[src/logic/adcc_pkg.sv]
package adcc_pkg;

    // ------------------------------------------------------------
    // register map
    // ------------------------------------------------------------
    localparam int unsigned ADR_W          = 8;
    localparam logic [7:0]  OFS_CTRL       = 8'h00;
    localparam logic [7:0]  OFS_RES_HIGH   = 8'h04;
    localparam logic [7:0]  OFS_RES_LOW    = 8'h08;
    localparam logic [7:0]  OFS_STATUS     = 8'h0c;
    localparam logic [7:0]  OFS_MASK       = 8'h10;

    // ------------------------------------------------------------
    // field positions
    // ------------------------------------------------------------
    localparam int unsigned CTRL_PWR_BIT   = 0;
    localparam int unsigned CTRL_RUN_BIT   = 1;
    localparam int unsigned CTRL_TSEL_LSB  = 2;
    localparam int unsigned TSEL_W         = 3;
    localparam int unsigned CTRL_BUSY_BIT  = 7;
    localparam int unsigned ST_DONE_BIT    = 0;
    localparam int unsigned ST_ABORT_BIT   = 1;
    localparam int unsigned EV_W           = 2;
    localparam int unsigned TRIG_N         = 4;

    // ------------------------------------------------------------
    // result layout and reset values
    // ------------------------------------------------------------
    localparam int unsigned RES_W          = 10;
    localparam int unsigned IDX_W          = 4;
    localparam int unsigned RES_HIGH_W     = 2;
    localparam logic [9:0]  RESULT_RST     = 10'h000;
    localparam logic [3:0]  IDX_TOP        = 4'h9;
    localparam logic [2:0]  TSEL_RST       = 3'h0;
    localparam logic [1:0]  EV_RST         = 2'h0;

    // ------------------------------------------------------------
    // timing: one converter clock period per step
    // ------------------------------------------------------------
    localparam int unsigned CLK_PERIOD_NS  = 25;
    localparam int unsigned CONV_TCK_NS    = 100;
    localparam int unsigned CONV_DIV       = (CONV_TCK_NS + CLK_PERIOD_NS - 1) / CLK_PERIOD_NS;
    localparam int unsigned CONV_STEPS     = RES_W + 1;
    localparam int unsigned CONV_CYCLES    = CONV_STEPS * CONV_DIV;
    localparam int unsigned DIV_W          = 8;
    localparam logic [7:0]  DIV_LAST       = 8'(CONV_DIV - 1);

    typedef enum logic [2:0] {
        ST_IDLE    = 3'h1,
        ST_SAMPLE  = 3'h2,
        ST_CONVERT = 3'h4
    } adcc_state_type;

endpackage : adcc_pkg

[src/logic/adcc_conversion_control.sv]
// Operation
// - Writing the run flag to one while powered on starts a conversion; the code starts only if the same write keeps the power bit set.
// - On normal completion the hardware clears the run flag.
// - On normal completion the hardware sets the conversion done flag.
// - On normal completion the result is loaded into result high and result low.
// - Writing the run flag to zero during a conversion aborts it and converting stops; the code aborts only if the same write keeps the power bit set.
// - On abort the partial sample is still written into result high and result low.
// - On abort every unresolved result bit copies the most recently resolved bit.
// - Reset returns all registers to reset values, powers off and cancels a conversion.
// - A rising edge of the selected trigger source sets the run flag and starts a conversion; an edge coinciding with a CTRL write is ignored.
//
// Design decisions made here: the address map and register access over Wishbone.
`timescale 1ns/1ps

module adcc_conversion_control (
    input  wire logic        clk,
    input  wire logic        rst_n,
    input  wire logic        wb_cyc_i,
    input  wire logic        wb_stb_i,
    input  wire logic        wb_we_i,
    input  wire logic [7:0]  wb_adr_i,
    input  wire logic [3:0]  wb_sel_i,
    input  wire logic [31:0] wb_dat_i,
    output logic      [31:0] wb_dat_o,
    output logic             wb_ack_o,
    input  wire logic        cmp_i,
    input  wire logic [3:0]  trig_i,
    output logic             conv_power_o,
    output logic             sample_o,
    output logic      [9:0]  dac_trial_o,
    output logic             irq_o
);

    // ------------------------------------------------------------
    // state
    // ------------------------------------------------------------
    typedef struct packed {
        adcc_pkg::adcc_state_type state;
        logic                     power;
        logic                     run;
        logic [2:0]               tsel;
        logic [9:0]               sar;
        logic [3:0]               idx;
        logic [9:0]               result;
        logic [1:0]               status;
        logic [1:0]               mask;
        logic                     ack;
        logic [31:0]              rdata;
        logic                     irq;
        logic                     sample;
        logic [9:0]               trial;
    } adcc_regs_type;

    adcc_regs_type s_reg;
    adcc_regs_type s_next;

    logic       step_en;
    logic       trig_level;
    logic       trig_rise;
    logic       req_new;
    logic       wr_hit;
    logic       wr_ctrl;
    logic       wr_stat;
    logic       wr_mask;
    logic       busy;
    logic       start_sw;
    logic       start_hw;
    logic       start;
    logic       abort_sw;
    logic       cancel;
    logic       finish_ev;
    logic       last_bit;
    logic [9:0] final_val;
    logic [9:0] part_val;
    logic [1:0] ev_set;
    logic [1:0] ev_clr;

    // ------------------------------------------------------------
    // helpers
    // ------------------------------------------------------------
    function automatic logic [9:0] fill_partial(
        input adcc_pkg::adcc_state_type st,
        input logic [9:0]               sar,
        input logic [3:0]               idx,
        input logic                     last
    );
        logic [9:0] val;
        val = sar;
        for (int i = 0; i < adcc_pkg::RES_W; i++) begin
            if (st != adcc_pkg::ST_CONVERT || 4'(i) <= idx) begin
                val[i] = (st == adcc_pkg::ST_CONVERT) ? last : 1'b0;
            end
        end
        return val;
    endfunction : fill_partial

    adcc_step_div u_step_div (
        .clk     (clk),
        .rst_n   (rst_n),
        .clear   (start),
        .step_en (step_en)
    );

    always_comb begin
        unique case (s_reg.tsel)
            3'h1:    trig_level = trig_i[0];
            3'h2:    trig_level = trig_i[1];
            3'h3:    trig_level = trig_i[2];
            3'h4:    trig_level = trig_i[3];
            default: trig_level = 1'b0;
        endcase
    end

    adcc_rise_det u_rise_det (
        .clk   (clk),
        .rst_n (rst_n),
        .level (trig_level),
        .rise  (trig_rise)
    );

    // ------------------------------------------------------------
    // bus decode and events
    // ------------------------------------------------------------
    assign req_new  = wb_cyc_i && wb_stb_i && !s_reg.ack;
    assign wr_hit   = wb_cyc_i && wb_stb_i && wb_we_i && s_reg.ack && wb_sel_i[0];
    assign wr_ctrl  = wr_hit && wb_adr_i == adcc_pkg::OFS_CTRL;
    assign wr_stat  = wr_hit && wb_adr_i == adcc_pkg::OFS_STATUS;
    assign wr_mask  = wr_hit && wb_adr_i == adcc_pkg::OFS_MASK;
    assign busy     = s_reg.state != adcc_pkg::ST_IDLE;

    // power on gates every start
    // start needs power
    assign start_sw = wr_ctrl && wb_dat_i[adcc_pkg::CTRL_RUN_BIT] && wb_dat_i[adcc_pkg::CTRL_PWR_BIT]
                      && s_reg.power && !busy;
    assign start_hw = trig_rise && s_reg.power && !busy && !wr_ctrl;
    assign start    = start_sw || start_hw;
    assign abort_sw = wr_ctrl && !wb_dat_i[adcc_pkg::CTRL_RUN_BIT] && wb_dat_i[adcc_pkg::CTRL_PWR_BIT]
                      && busy;
    assign cancel   = wr_ctrl && !wb_dat_i[adcc_pkg::CTRL_PWR_BIT] && busy;
    assign finish_ev = s_reg.state == adcc_pkg::ST_CONVERT && step_en && s_reg.idx == 4'h0
                       && !abort_sw && !cancel;

    assign last_bit = (s_reg.idx == adcc_pkg::IDX_TOP) ? 1'b0 : s_reg.sar[s_reg.idx + 4'h1];

    always_comb begin
        final_val    = s_reg.sar;
        final_val[0] = cmp_i;
    end

    assign part_val = fill_partial(s_reg.state, s_reg.sar, s_reg.idx, last_bit);

    assign ev_set = {abort_sw, finish_ev};
    assign ev_clr = wr_stat ? wb_dat_i[1:0] : adcc_pkg::EV_RST;

    // ------------------------------------------------------------
    // next state
    // ------------------------------------------------------------
    always_comb begin
        s_next     = s_reg;
        s_next.ack = wb_cyc_i && wb_stb_i && !s_reg.ack;

        if (wr_ctrl) begin
            s_next.power = wb_dat_i[adcc_pkg::CTRL_PWR_BIT];
            s_next.tsel  = wb_dat_i[adcc_pkg::CTRL_TSEL_LSB +: adcc_pkg::TSEL_W];
        end
        if (wr_mask) begin
            s_next.mask = wb_dat_i[1:0];
        end

        unique case (s_reg.state)
            adcc_pkg::ST_IDLE: begin
                if (start) begin
                    s_next.state = adcc_pkg::ST_SAMPLE;
                    s_next.run   = 1'b1;
                    s_next.sar   = adcc_pkg::RESULT_RST;
                    s_next.idx   = adcc_pkg::IDX_TOP;
                end
            end
            adcc_pkg::ST_SAMPLE: begin
                if (step_en) begin
                    s_next.state = adcc_pkg::ST_CONVERT;
                end
            end
            adcc_pkg::ST_CONVERT: begin
                if (step_en) begin
                    s_next.sar[s_reg.idx] = cmp_i;
                    if (s_reg.idx == 4'h0) begin
                        s_next.state = adcc_pkg::ST_IDLE;
                        s_next.run   = 1'b0;
                        s_next.result = final_val;
                    end else begin
                        s_next.idx = s_reg.idx - 4'h1;
                    end
                end
            end
            default: begin
                s_next.state = adcc_pkg::ST_IDLE;
                s_next.run   = 1'b0;
            end
        endcase

        if (abort_sw) begin
            s_next.state  = adcc_pkg::ST_IDLE;
            s_next.run    = 1'b0;
            s_next.sar    = s_reg.sar;
            s_next.result = part_val;
        end
        if (cancel) begin
            s_next.state  = adcc_pkg::ST_IDLE;
            s_next.run    = 1'b0;
            s_next.sar    = s_reg.sar;
            s_next.result = s_reg.result;
        end

        s_next.status = (s_reg.status & ~ev_clr) | ev_set;

        s_next.irq    = |(s_next.status & s_next.mask);
        s_next.sample = s_next.state == adcc_pkg::ST_SAMPLE;
        s_next.trial  = (s_next.state == adcc_pkg::ST_CONVERT) ? (s_next.sar | (10'h001 << s_next.idx))
                                                                : adcc_pkg::RESULT_RST;

        if (req_new) begin
            unique case (wb_adr_i)
                adcc_pkg::OFS_CTRL:     s_next.rdata = {24'h000000, busy, 2'h0, s_reg.tsel, s_reg.run, s_reg.power};
                adcc_pkg::OFS_RES_HIGH: s_next.rdata = {30'h00000000, s_reg.result[9:8]};
                adcc_pkg::OFS_RES_LOW:  s_next.rdata = {24'h000000, s_reg.result[7:0]};
                adcc_pkg::OFS_STATUS:   s_next.rdata = {30'h00000000, s_reg.status};
                adcc_pkg::OFS_MASK:     s_next.rdata = {30'h00000000, s_reg.mask};
                default:                s_next.rdata = 32'h00000000;
            endcase
        end
    end

    always_ff @(posedge clk or negedge rst_n) begin
        if (!rst_n) begin
            s_reg        <= '0;
            s_reg.state  <= adcc_pkg::ST_IDLE;
            s_reg.idx    <= adcc_pkg::IDX_TOP;
        end else begin
            s_reg <= s_next;
        end
    end

    assign wb_dat_o     = s_reg.rdata;
    assign wb_ack_o     = s_reg.ack;
    assign conv_power_o = s_reg.power;
    assign sample_o     = s_reg.sample;
    assign dac_trial_o  = s_reg.trial;
    assign irq_o        = s_reg.irq;

    // ------------------------------------------------------------
    // checks
    // ------------------------------------------------------------
    localparam logic [7:0] CHK_LAST = 8'(adcc_pkg::CONV_CYCLES - 1);

    logic [7:0] busy_cnt;

    always_ff @(posedge clk or negedge rst_n) begin
        if (!rst_n) begin
            busy_cnt <= 8'h00;
        end else if (start) begin
            busy_cnt <= 8'h00;
        end else if (busy) begin
            busy_cnt <= busy_cnt + 8'h01;
        end
    end
endmodule : adcc_conversion_control

[src/logic/adcc_rise_det.sv]
`timescale 1ns/1ps

module adcc_rise_det (
    input  wire logic clk,
    input  wire logic rst_n,
    input  wire logic level,
    output logic      rise
);

    typedef struct packed {
        logic prev;
    } adcc_rise_type;

    adcc_rise_type rise_reg;
    adcc_rise_type rise_next;

    always_comb begin
        rise_next      = rise_reg;
        rise_next.prev = level;
    end

    assign rise = level && !rise_reg.prev;

    always_ff @(posedge clk or negedge rst_n) begin
        if (!rst_n) begin
            rise_reg <= '0;
        end else begin
            rise_reg <= rise_next;
        end
    end

endmodule : adcc_rise_det

[src/logic/adcc_step_div.sv]
`timescale 1ns/1ps

module adcc_step_div (
    input  wire logic clk,
    input  wire logic rst_n,
    input  wire logic clear,
    output logic      step_en
);

    typedef struct packed {
        logic [adcc_pkg::DIV_W-1:0] count;
    } adcc_div_type;

    adcc_div_type div_reg;
    adcc_div_type div_next;

    // restarts on clear so every conversion has the same length
    always_comb begin
        div_next = div_reg;
        if (clear || div_reg.count == adcc_pkg::DIV_LAST) begin
            div_next.count = '0;
        end else begin
            div_next.count = div_reg.count + 8'h01;
        end
    end

    assign step_en = !clear && div_reg.count == adcc_pkg::DIV_LAST;

    always_ff @(posedge clk or negedge rst_n) begin
        if (!rst_n) begin
            div_reg <= '0;
        end else begin
            div_reg <= div_next;
        end
    end

endmodule : adcc_step_div
[config.mk]
export PLATFORM = sky130hd
export DESIGN_NAME = adcc_conversion_control
export DESIGN_NICKNAME = d
export VERILOG_FILES = /design/src/logic/adcc_pkg.sv /design/src/logic/adcc_conversion_control.sv /design/src/logic/adcc_rise_det.sv /design/src/logic/adcc_step_div.sv
export SDC_FILE = /design/constraint.sdc
export NUM_CORES = 1
export LEC_CHECK = 0
export CAP_MARGIN = 40
export CORE_MARGIN = 3
export CORE_UTILIZATION = 50
export CTS_CLUSTER_DIAMETER = 60
export CTS_CLUSTER_SIZE = 40
export DETAILED_ROUTE_END_ITERATION = 7
export DONT_BUFFER_PORTS = 1
export PLACE_DENSITY = 0.62
export SLEW_MARGIN = 20
export SYNTH_ARGS = -nofsm -noshare
export SYNTH_HDL_FRONTEND = slang
export SYNTH_SLANG_ARGS = --single-unit
[constraint.sdc]
create_clock -name clk -period 3.8 [get_ports clk]
set_input_delay 1.14 -clock clk [delete_from_list [all_inputs] [get_ports clk]]
set_output_delay 1.14 -clock clk [all_outputs]
set_load 0.05 [all_outputs]
==> flow_metrics.env, run 1 <==
export IMPL_slowest_stage="or4_1"
export IMPL_cts_setup_buffers=0
export IMPL_yosys_area_top_type_share=0.382
export IMPL_ys_top_cells_by_count="dfrtp_1, nand2_1, buf_4, o21ai_0, nor2_1"
export IMPL_cts_root_buffer="clkbuf_8"
export IMPL_cts_inserted_buffers=9
export IMPL_die_area_um2=9390
export IMPL_cts_tree="yes"
export IMPL_cts_sinks=66
export IMPL_min_period_ns=3.27
export IMPL_clock_latency_ns=0.35
export IMPL_place_hpwl_um=7680
export IMPL_num_vias=3433
export IMPL_grt_util_all_layers=0.222
export IMPL_clock_path_buffers=2
export IMPL_fin_tns_setup_ns=0
export IMPL_finalClockSkew_ns=0.0114
export IMPL_first_pass_iters=5
export IMPL_port_buffers=0
export IMPL_ys_types=66
export IMPL_antenna_found_initial=0
export IMPL_path_cells="or4_1 > nor4_4 > nand2_2 > and3_1 > a2111oi_0 > nor2_1"
export IMPL_yosys_top_cells_area="dfrtp_1, buf_4, o21ai_0"
export IMPL_worstMarginPinSlew_ns=0.699
export IMPL_hold_class="in -> async"
export IMPL_post_drt_wl_per_cell_um=18.4
export IMPL_slowest_delay_ns=0.61
export IMPL_fin_crit_sh=0.861
export IMPL_die_w_um=96.9
export IMPL_die_h_um=96.9
export IMPL_routed_wl_um=10400
export IMPL_setup_viol=0
export IMPL_ys_seq_area_frac=0.401
export IMPL_nNetsFinal=515
export IMPL_antennaDiodeCount=0
export IMPL_cellPowerDensity_nw_per_um2=356
export IMPL_yosysWarnings=0
export IMPL_clk_pin_slew_ns=0.07
export IMPL_drtIter0Drc=266
export IMPL_synth_enable_flop_cells=0
export IMPL_post_cts_resize_count=0
export IMPL_final_hold_violation_count=0
export IMPL_start_util=0.524
export IMPL_crit_required_ns=4.02
export IMPL_synthArstFlopShare=1.00
export IMPL_synthCells=470
export IMPL_maxCapViolations=0
export IMPL_rr_worst_depth=8
export IMPL_synth_ff_type="dfrtp_1"
export IMPL_syn_avg_cell_area_um2=8.79
export IMPL_grt_remaining_overflow=0
export IMPL_critPathArrivalTime_ns=3.49
export IMPL_synth_most_common_cell="dfrtp_1"
export IMPL_start_kind="input port"
export IMPL_crit_type="in -> reg"
export IMPL_rsz0062_at_grt="no"
export IMPL_slew_headroom=0.533
export IMPL_drcViolationCount=0
export IMPL_synth_top_area_cell="dfrtp_1"
export IMPL_via_per_inst=6.10
export IMPL_rows=32
export IMPL_area_growth_pct=2.51
export IMPL_fmax_ghz=0.306
export IMPL_grt_max_degree=67
export IMPL_outcome="finished clean"
export IMPL_core_area_um2=7890
export IMPL_cts_max_level=3
export IMPL_syn_cell_area_um2=4130
export IMPL_pre_cts_slack_ns=0.182
export IMPL_end_kind="register"
export IMPL_grt_pass1_wl_um=17000
export IMPL_synth_seq_cells=66
export IMPL_postRouteAntennaNets=0
export IMPL_gp_congestion=0.980
export IMPL_critPathMaxFanout=13
export IMPL_largest_register_ffs=26
export IMPL_vdd_ir_drop_max_mv=0.256
export IMPL_drive_gt1_frac=0.106
export IMPL_ioPinCount=100
export IMPL_layout_setup_ws_ns=0.528
export IMPL_p_leak_nw=1.78
export IMPL_grt_pass1_vias=3323
export IMPL_slew_violations=0
export IMPL_ctsHoldBuffers=0
[layout by cell type, fill, tap and decap left out, types with 3 or more instances in the layout]
cell / synthesis / final
dfrtp_1: 63 / 63
nand2_1: 51 / 51
o21ai_0: 43 / 43
nor2_1: 42 / 42
nand3_1: 26 / 26
conb_1: 1 / 24
a21oi_1: 19 / 19
inv_1: 16 / 16
clkbuf_8: 0 / 13
buf_4: 43 / 11
nor3_1: 10 / 10
nand4_1: 8 / 8
a31oi_1: 6 / 6
xor2_1: 6 / 6
xnor2_1: 6 / 6
mux2i_1: 6 / 6
o221ai_1: 6 / 6
or4_1: 5 / 5
and3_1: 5 / 5
ha_1: 5 / 5
and4_1: 4 / 4
nor2b_1: 4 / 4
or3_1: 4 / 4
a22oi_1: 4 / 4
mux2_2: 3 / 3
nor4bb_1: 3 / 3
nand2b_1: 3 / 3
or3b_2: 3 / 3
nor4_1: 3 / 3
a41oi_1: 3 / 3
clkinv_2: 1 / 3
a22o_1: 3 / 3
dfstp_2: 3 / 3
[stage by stage]
step           hold WS (ns)   util  instance area [µm²]  power [W]  std cells
6_report              0.483  0.537                 4230    0.00151        563
5_1_grt               0.460  0.537                 4230    0.00157        563
4_1_cts               0.471  0.537                 4230    0.00151        563
3_5_place_dp          0.477  0.512                 4040   0.000943        547
3_3_place_gp          0.471  0.512                 4040   0.000940        546
2_1_floorplan         0.440      -                 4220   0.000923        493
[final timing paths]
path	startpoint	end	slack (ns)
worst max-delay path	wb_adr_i[5]	s_reg[58]$_DFFE_PN0P_	0.53
worst min-delay path	rst_n	wb_dat_o[0]$_DFFE_PN0P_	0.48
worst max register to register	u_step_div.div_reg[0]$_DFF_PN0_	dac_trial_o[3]$_DFF_PN0_	0.90
worst min register to register	s_reg[49]$_DFFE_PN0P_	s_reg[49]$_DFFE_PN0P_	0.49
max in group asynchronous	rst_n	s_reg[59]$_DFF_PN1_	3.13
min in group clk	s_reg[49]$_DFFE_PN0P_	s_reg[49]$_DFFE_PN0P_	0.49
[cell type report]
cell class / count / area, µm²
Sequential cell: 66 / 1660
Inverter: 17 / 65.1
Fill cell: 748 / 3650
Clock inverter: 2 / 10.0
Tap cell: 102 / 128
Multi-Input combinational cell: 350 / 2110
Timing Repair Buffer: 12 / 87.6
Clock buffer: 14 / 183
[layer usage]
metal | up-vias | part of all wire | track usage
li1 | 1620 | - | -
met1 | 1637 | 0.44 | 0.300
met2 | 153 | 0.47 | 0.348
met3 | 23 | 0.071 | 0.0476
met4 | 0 | 0.027 | 0.0896
met5 | - | 0 | 0
[worst max-delay path, delay by kind of cell]
| kind | cells | cell delay [ns] |
|---|---|---|
| compound gates | 1 | 0.51 |
| simple gates | 5 | 1.84 |
[cell families after synthesis]
family                   after synthesis  synth area share
multiplexers                          11            0.0336
adder cells (fa/ha/maj)                5            0.0151
AND/OR/NAND/NOR                      183             0.228
AO/OA/AOI/OAI                        115             0.186
buffers and inverters                 77             0.110
flip-flops                            66             0.401
XOR/XNOR                              12            0.0254
other                                  1          0.000908
[power breakdown]
group / total [W] / switching [W] / leakage [nW] / internal, W
Clock: 0.000573 / 0.000266 / 0.102 / 0.000307
Sequential: 0.000754 / 0.0000358 / 0.865 / 0.000718
Combinational: 0.000180 / 0.000137 / 0.811 / 0.0000433
(Power assumes the default switching activity.)
==> run 2: changes to the inputs <==
Settings changed: ABC_AREA from default to 1.
==> flow_metrics.env, run 2 <==
export IMPL_slowest_stage="nand4_1"
export IMPL_crit_required_ns=4.06
export IMPL_synth_top_area_cell="dfrtp_1"
export IMPL_grt_pass1_vias=3335
export IMPL_finalClockSkew_ns=0.0130
export IMPL_path_cells="nor2_1 > nand2_2 > nor2_4 > nand2_2 > nand3_2 > o21ai_4 > nand2_4 > inv_1 > a21oi_1 > nand4_1 > a21oi_1"
export IMPL_cts_inserted_buffers=9
export IMPL_antennaDiodeCount=0
export IMPL_p_leak_nw=2.17
export IMPL_syn_avg_cell_area_um2=7.71
export IMPL_yosys_top_cells_area="dfrtp_1, nand2_1, buf_4"
export IMPL_post_drt_wl_per_cell_um=14.8
export IMPL_drive_gt1_frac=0.130
export IMPL_die_w_um=97.7
export IMPL_largest_register_ffs=26
export IMPL_postRouteAntennaNets=0
export IMPL_synthCells=545
export IMPL_ys_seq_area_frac=0.394
export IMPL_grt_pass1_wl_um=16300
export IMPL_fin_crit_sh=0.707
export IMPL_grt_util_all_layers=0.210
export IMPL_antenna_found_initial=0
export IMPL_synth_seq_cells=66
export IMPL_met3_usage=0.0524
export IMPL_seqPwrFrac=0.403
export IMPL_crit_buf_inv=1
export IMPL_cts_setup_buffers=0
export IMPL_combPwrFrac=0.352
export IMPL_place_hpwl_um=7100
export IMPL_cts_root_buffer="clkbuf_8"
export IMPL_cellPowerDensity_nw_per_um2=552
export IMPL_clock_latency_ns=0.35
export IMPL_die_area_um2=9540
export IMPL_critPathMaxFanout=11
export IMPL_port_buffers=0
export IMPL_end_kind="register"
export IMPL_yosys_area_top_type_share=0.375
export IMPL_gp_congestion=0.942
export IMPL_p_switching_w=0.00102
export IMPL_cts_max_level=3
export IMPL_critPathArrivalTime_ns=2.94
export IMPL_slowest_delay_ns=0.43
export IMPL_nNetsFinal=593
export IMPL_grt_remaining_overflow=0
export IMPL_drtIter0Drc=219
export IMPL_vdd_ir_drop_max_mv=0.426
export IMPL_ys_types=47
export IMPL_drcViolationCount=0
export IMPL_routed_wl_um=9490
export IMPL_rsz0062_at_grt="no"
export IMPL_crit_type="in -> reg"
export IMPL_die_h_um=97.7
export IMPL_num_vias=3374
export IMPL_clock_path_buffers=2
export IMPL_grtUsageMet2=0.342
export IMPL_core_area_um2=7930
export IMPL_rows=32
export IMPL_slew_headroom=0.579
export IMPL_path_delay_family="simple AND/OR/NAND/NOR gates"
export IMPL_clkPwrFrac=0.245
export IMPL_swShare=0.432
export IMPL_yosysWarnings=0
export IMPL_intPower_w=0.00134
export IMPL_ys_top_cells_by_count="nand2_1, inv_1, dfrtp_1"
export IMPL_power_w=0.00236
export IMPL_worstMarginPinSlew_ns=0.626
export IMPL_ctsHoldBuffers=0
export IMPL_hold_class="reg -> reg"
export IMPL_ioPinCount=100
export IMPL_layout_commonest_cell="nand2_1"
export IMPL_maxCapViolations=0
export IMPL_gr_usage_met1=0.282
export IMPL_syn_cell_area_um2=4200
export IMPL_outcome="finished clean"
export IMPL_setup_viol=0
export IMPL_worst_hold_slack_ns=0.472
export IMPL_fmax_ghz=0.372
export IMPL_pre_cts_slack_ns=0.724
export IMPL_synthArstFlopShare=1.00
export IMPL_grt_busiest_layer="met2"
export IMPL_grt_max_degree=67
export IMPL_via_per_inst=5.26
export IMPL_clk_pin_slew_ns=0.07
export IMPL_placed_area_um2=4070
export IMPL_fin_tns_setup_ns=0
export IMPL_final_hold_violation_count=0
export IMPL_first_pass_iters=4
export IMPL_synth_enable_flop_cells=0
export IMPL_synth_most_common_cell="nand2_1"
export IMPL_start_util=0.530
export IMPL_area_growth_pct=1.82
export IMPL_min_period_ns=2.69
export IMPL_start_kind="input port"
export IMPL_cts_sinks=66
export IMPL_mostFrequentLayoutCells="nand2_1, inv_1, dfrtp_1"
export IMPL_design_area_um2=4280
export IMPL_cts_tree="yes"
export IMPL_post_cts_resize_count=0
export IMPL_slew_violations=0
export IMPL_synth_ff_type="dfrtp_1"
export IMPL_layout_setup_ws_ns=1.11
run 2: changes by cell type in the layout (fill, tap and decap cells not counted), moves of 13 or more:
cell and change:
inv_1 +48, o21ai_0 -20, nand3_1 +18, nand2_1 +65
inv_2 +13
run 2: metrics by stage:
step	utilization	instances
after floorplan	-	568
after global placement	0.514	624
after detailed placement	0.514	624
after CTS	0.538	640
after global routing	0.540	641
final	0.540	641
run 2: metal layers:
layer	wire (µm)	vias to the layer above
li1	-	1678
met1	4440	1578
met2	4410	108
met3	552	10
met4	82	0
met5	0	-
run 2: worst paths after layout:
path	from	end	slack (ns)	depth (start not counted)
max	wb_adr_i[5]	dac_trial_o[1]$_DFF_PN0_	1.11	11
min	u_step_div.div_reg[0]$_DFF_PN0_	u_step_div.div_reg[0]$_DFF_PN0_	0.47	1
max reg2reg	s_reg[59]$_DFF_PN1_	s_reg[53]$_DFFE_PN0P_	1.18	13
min reg2reg	u_step_div.div_reg[0]$_DFF_PN0_	u_step_div.div_reg[0]$_DFF_PN0_	0.47	1
max in group asynchronous	rst_n	s_reg[59]$_DFF_PN1_	3.09	0
min in group asynchronous	rst_n	irq_o$_DFF_PN0_	0.48	0
run 2: worst reg2reg max path, stage by stage (launching register included):
cell and delay (ns):
dfstp_2 0.68, inv_1 0.19, ha_1 0.34, inv_1 0.11, a21oi_1 0.12, o21ai_0 0.09, nand4_1 0.08, nand2_1 0.07
o211ai_2 0.36, o21ai_0 0.17, o311ai_0 0.12, nand2_1 0.09, nand2_1 0.07, nand2_1 0.04
run 2: kinds of logic (layout without fill, tap and decap cells):
group,Yosys count,in the layout,synth area share
flops,66,66,0.394
fa+ha+maj,5,5,0.0149
xor+xnor,4,4,0.00834
buf+inv,128,99,0.158
compound gates,82,82,0.121
simple gates,258,258,0.301
other cells,1,24,0.000893
mux,1,1,0.00268
run 2: area by class of cell:
class                   count  area [µm²]
clock buffers              14         153
repair buffers              4        37.5
fillers                   773        3650
clock inverters             2        37.5
multi-input cells         374        1970
well taps                 102         128
inverters                  79         298
flip-flops and latches     66        1660
run 2: power groups by stage:
stage	registers (W)	logic, W	clock network (W)
after floorplan	0.000838	0.000815	0
after global placement	0.000962	0.000788	0
after detailed placement	0.000963	0.000800	0
after CTS	0.000951	0.000806	0.000595
after global routing	0.000963	0.000938	0.000620
final	0.000952	0.000831	0.000578
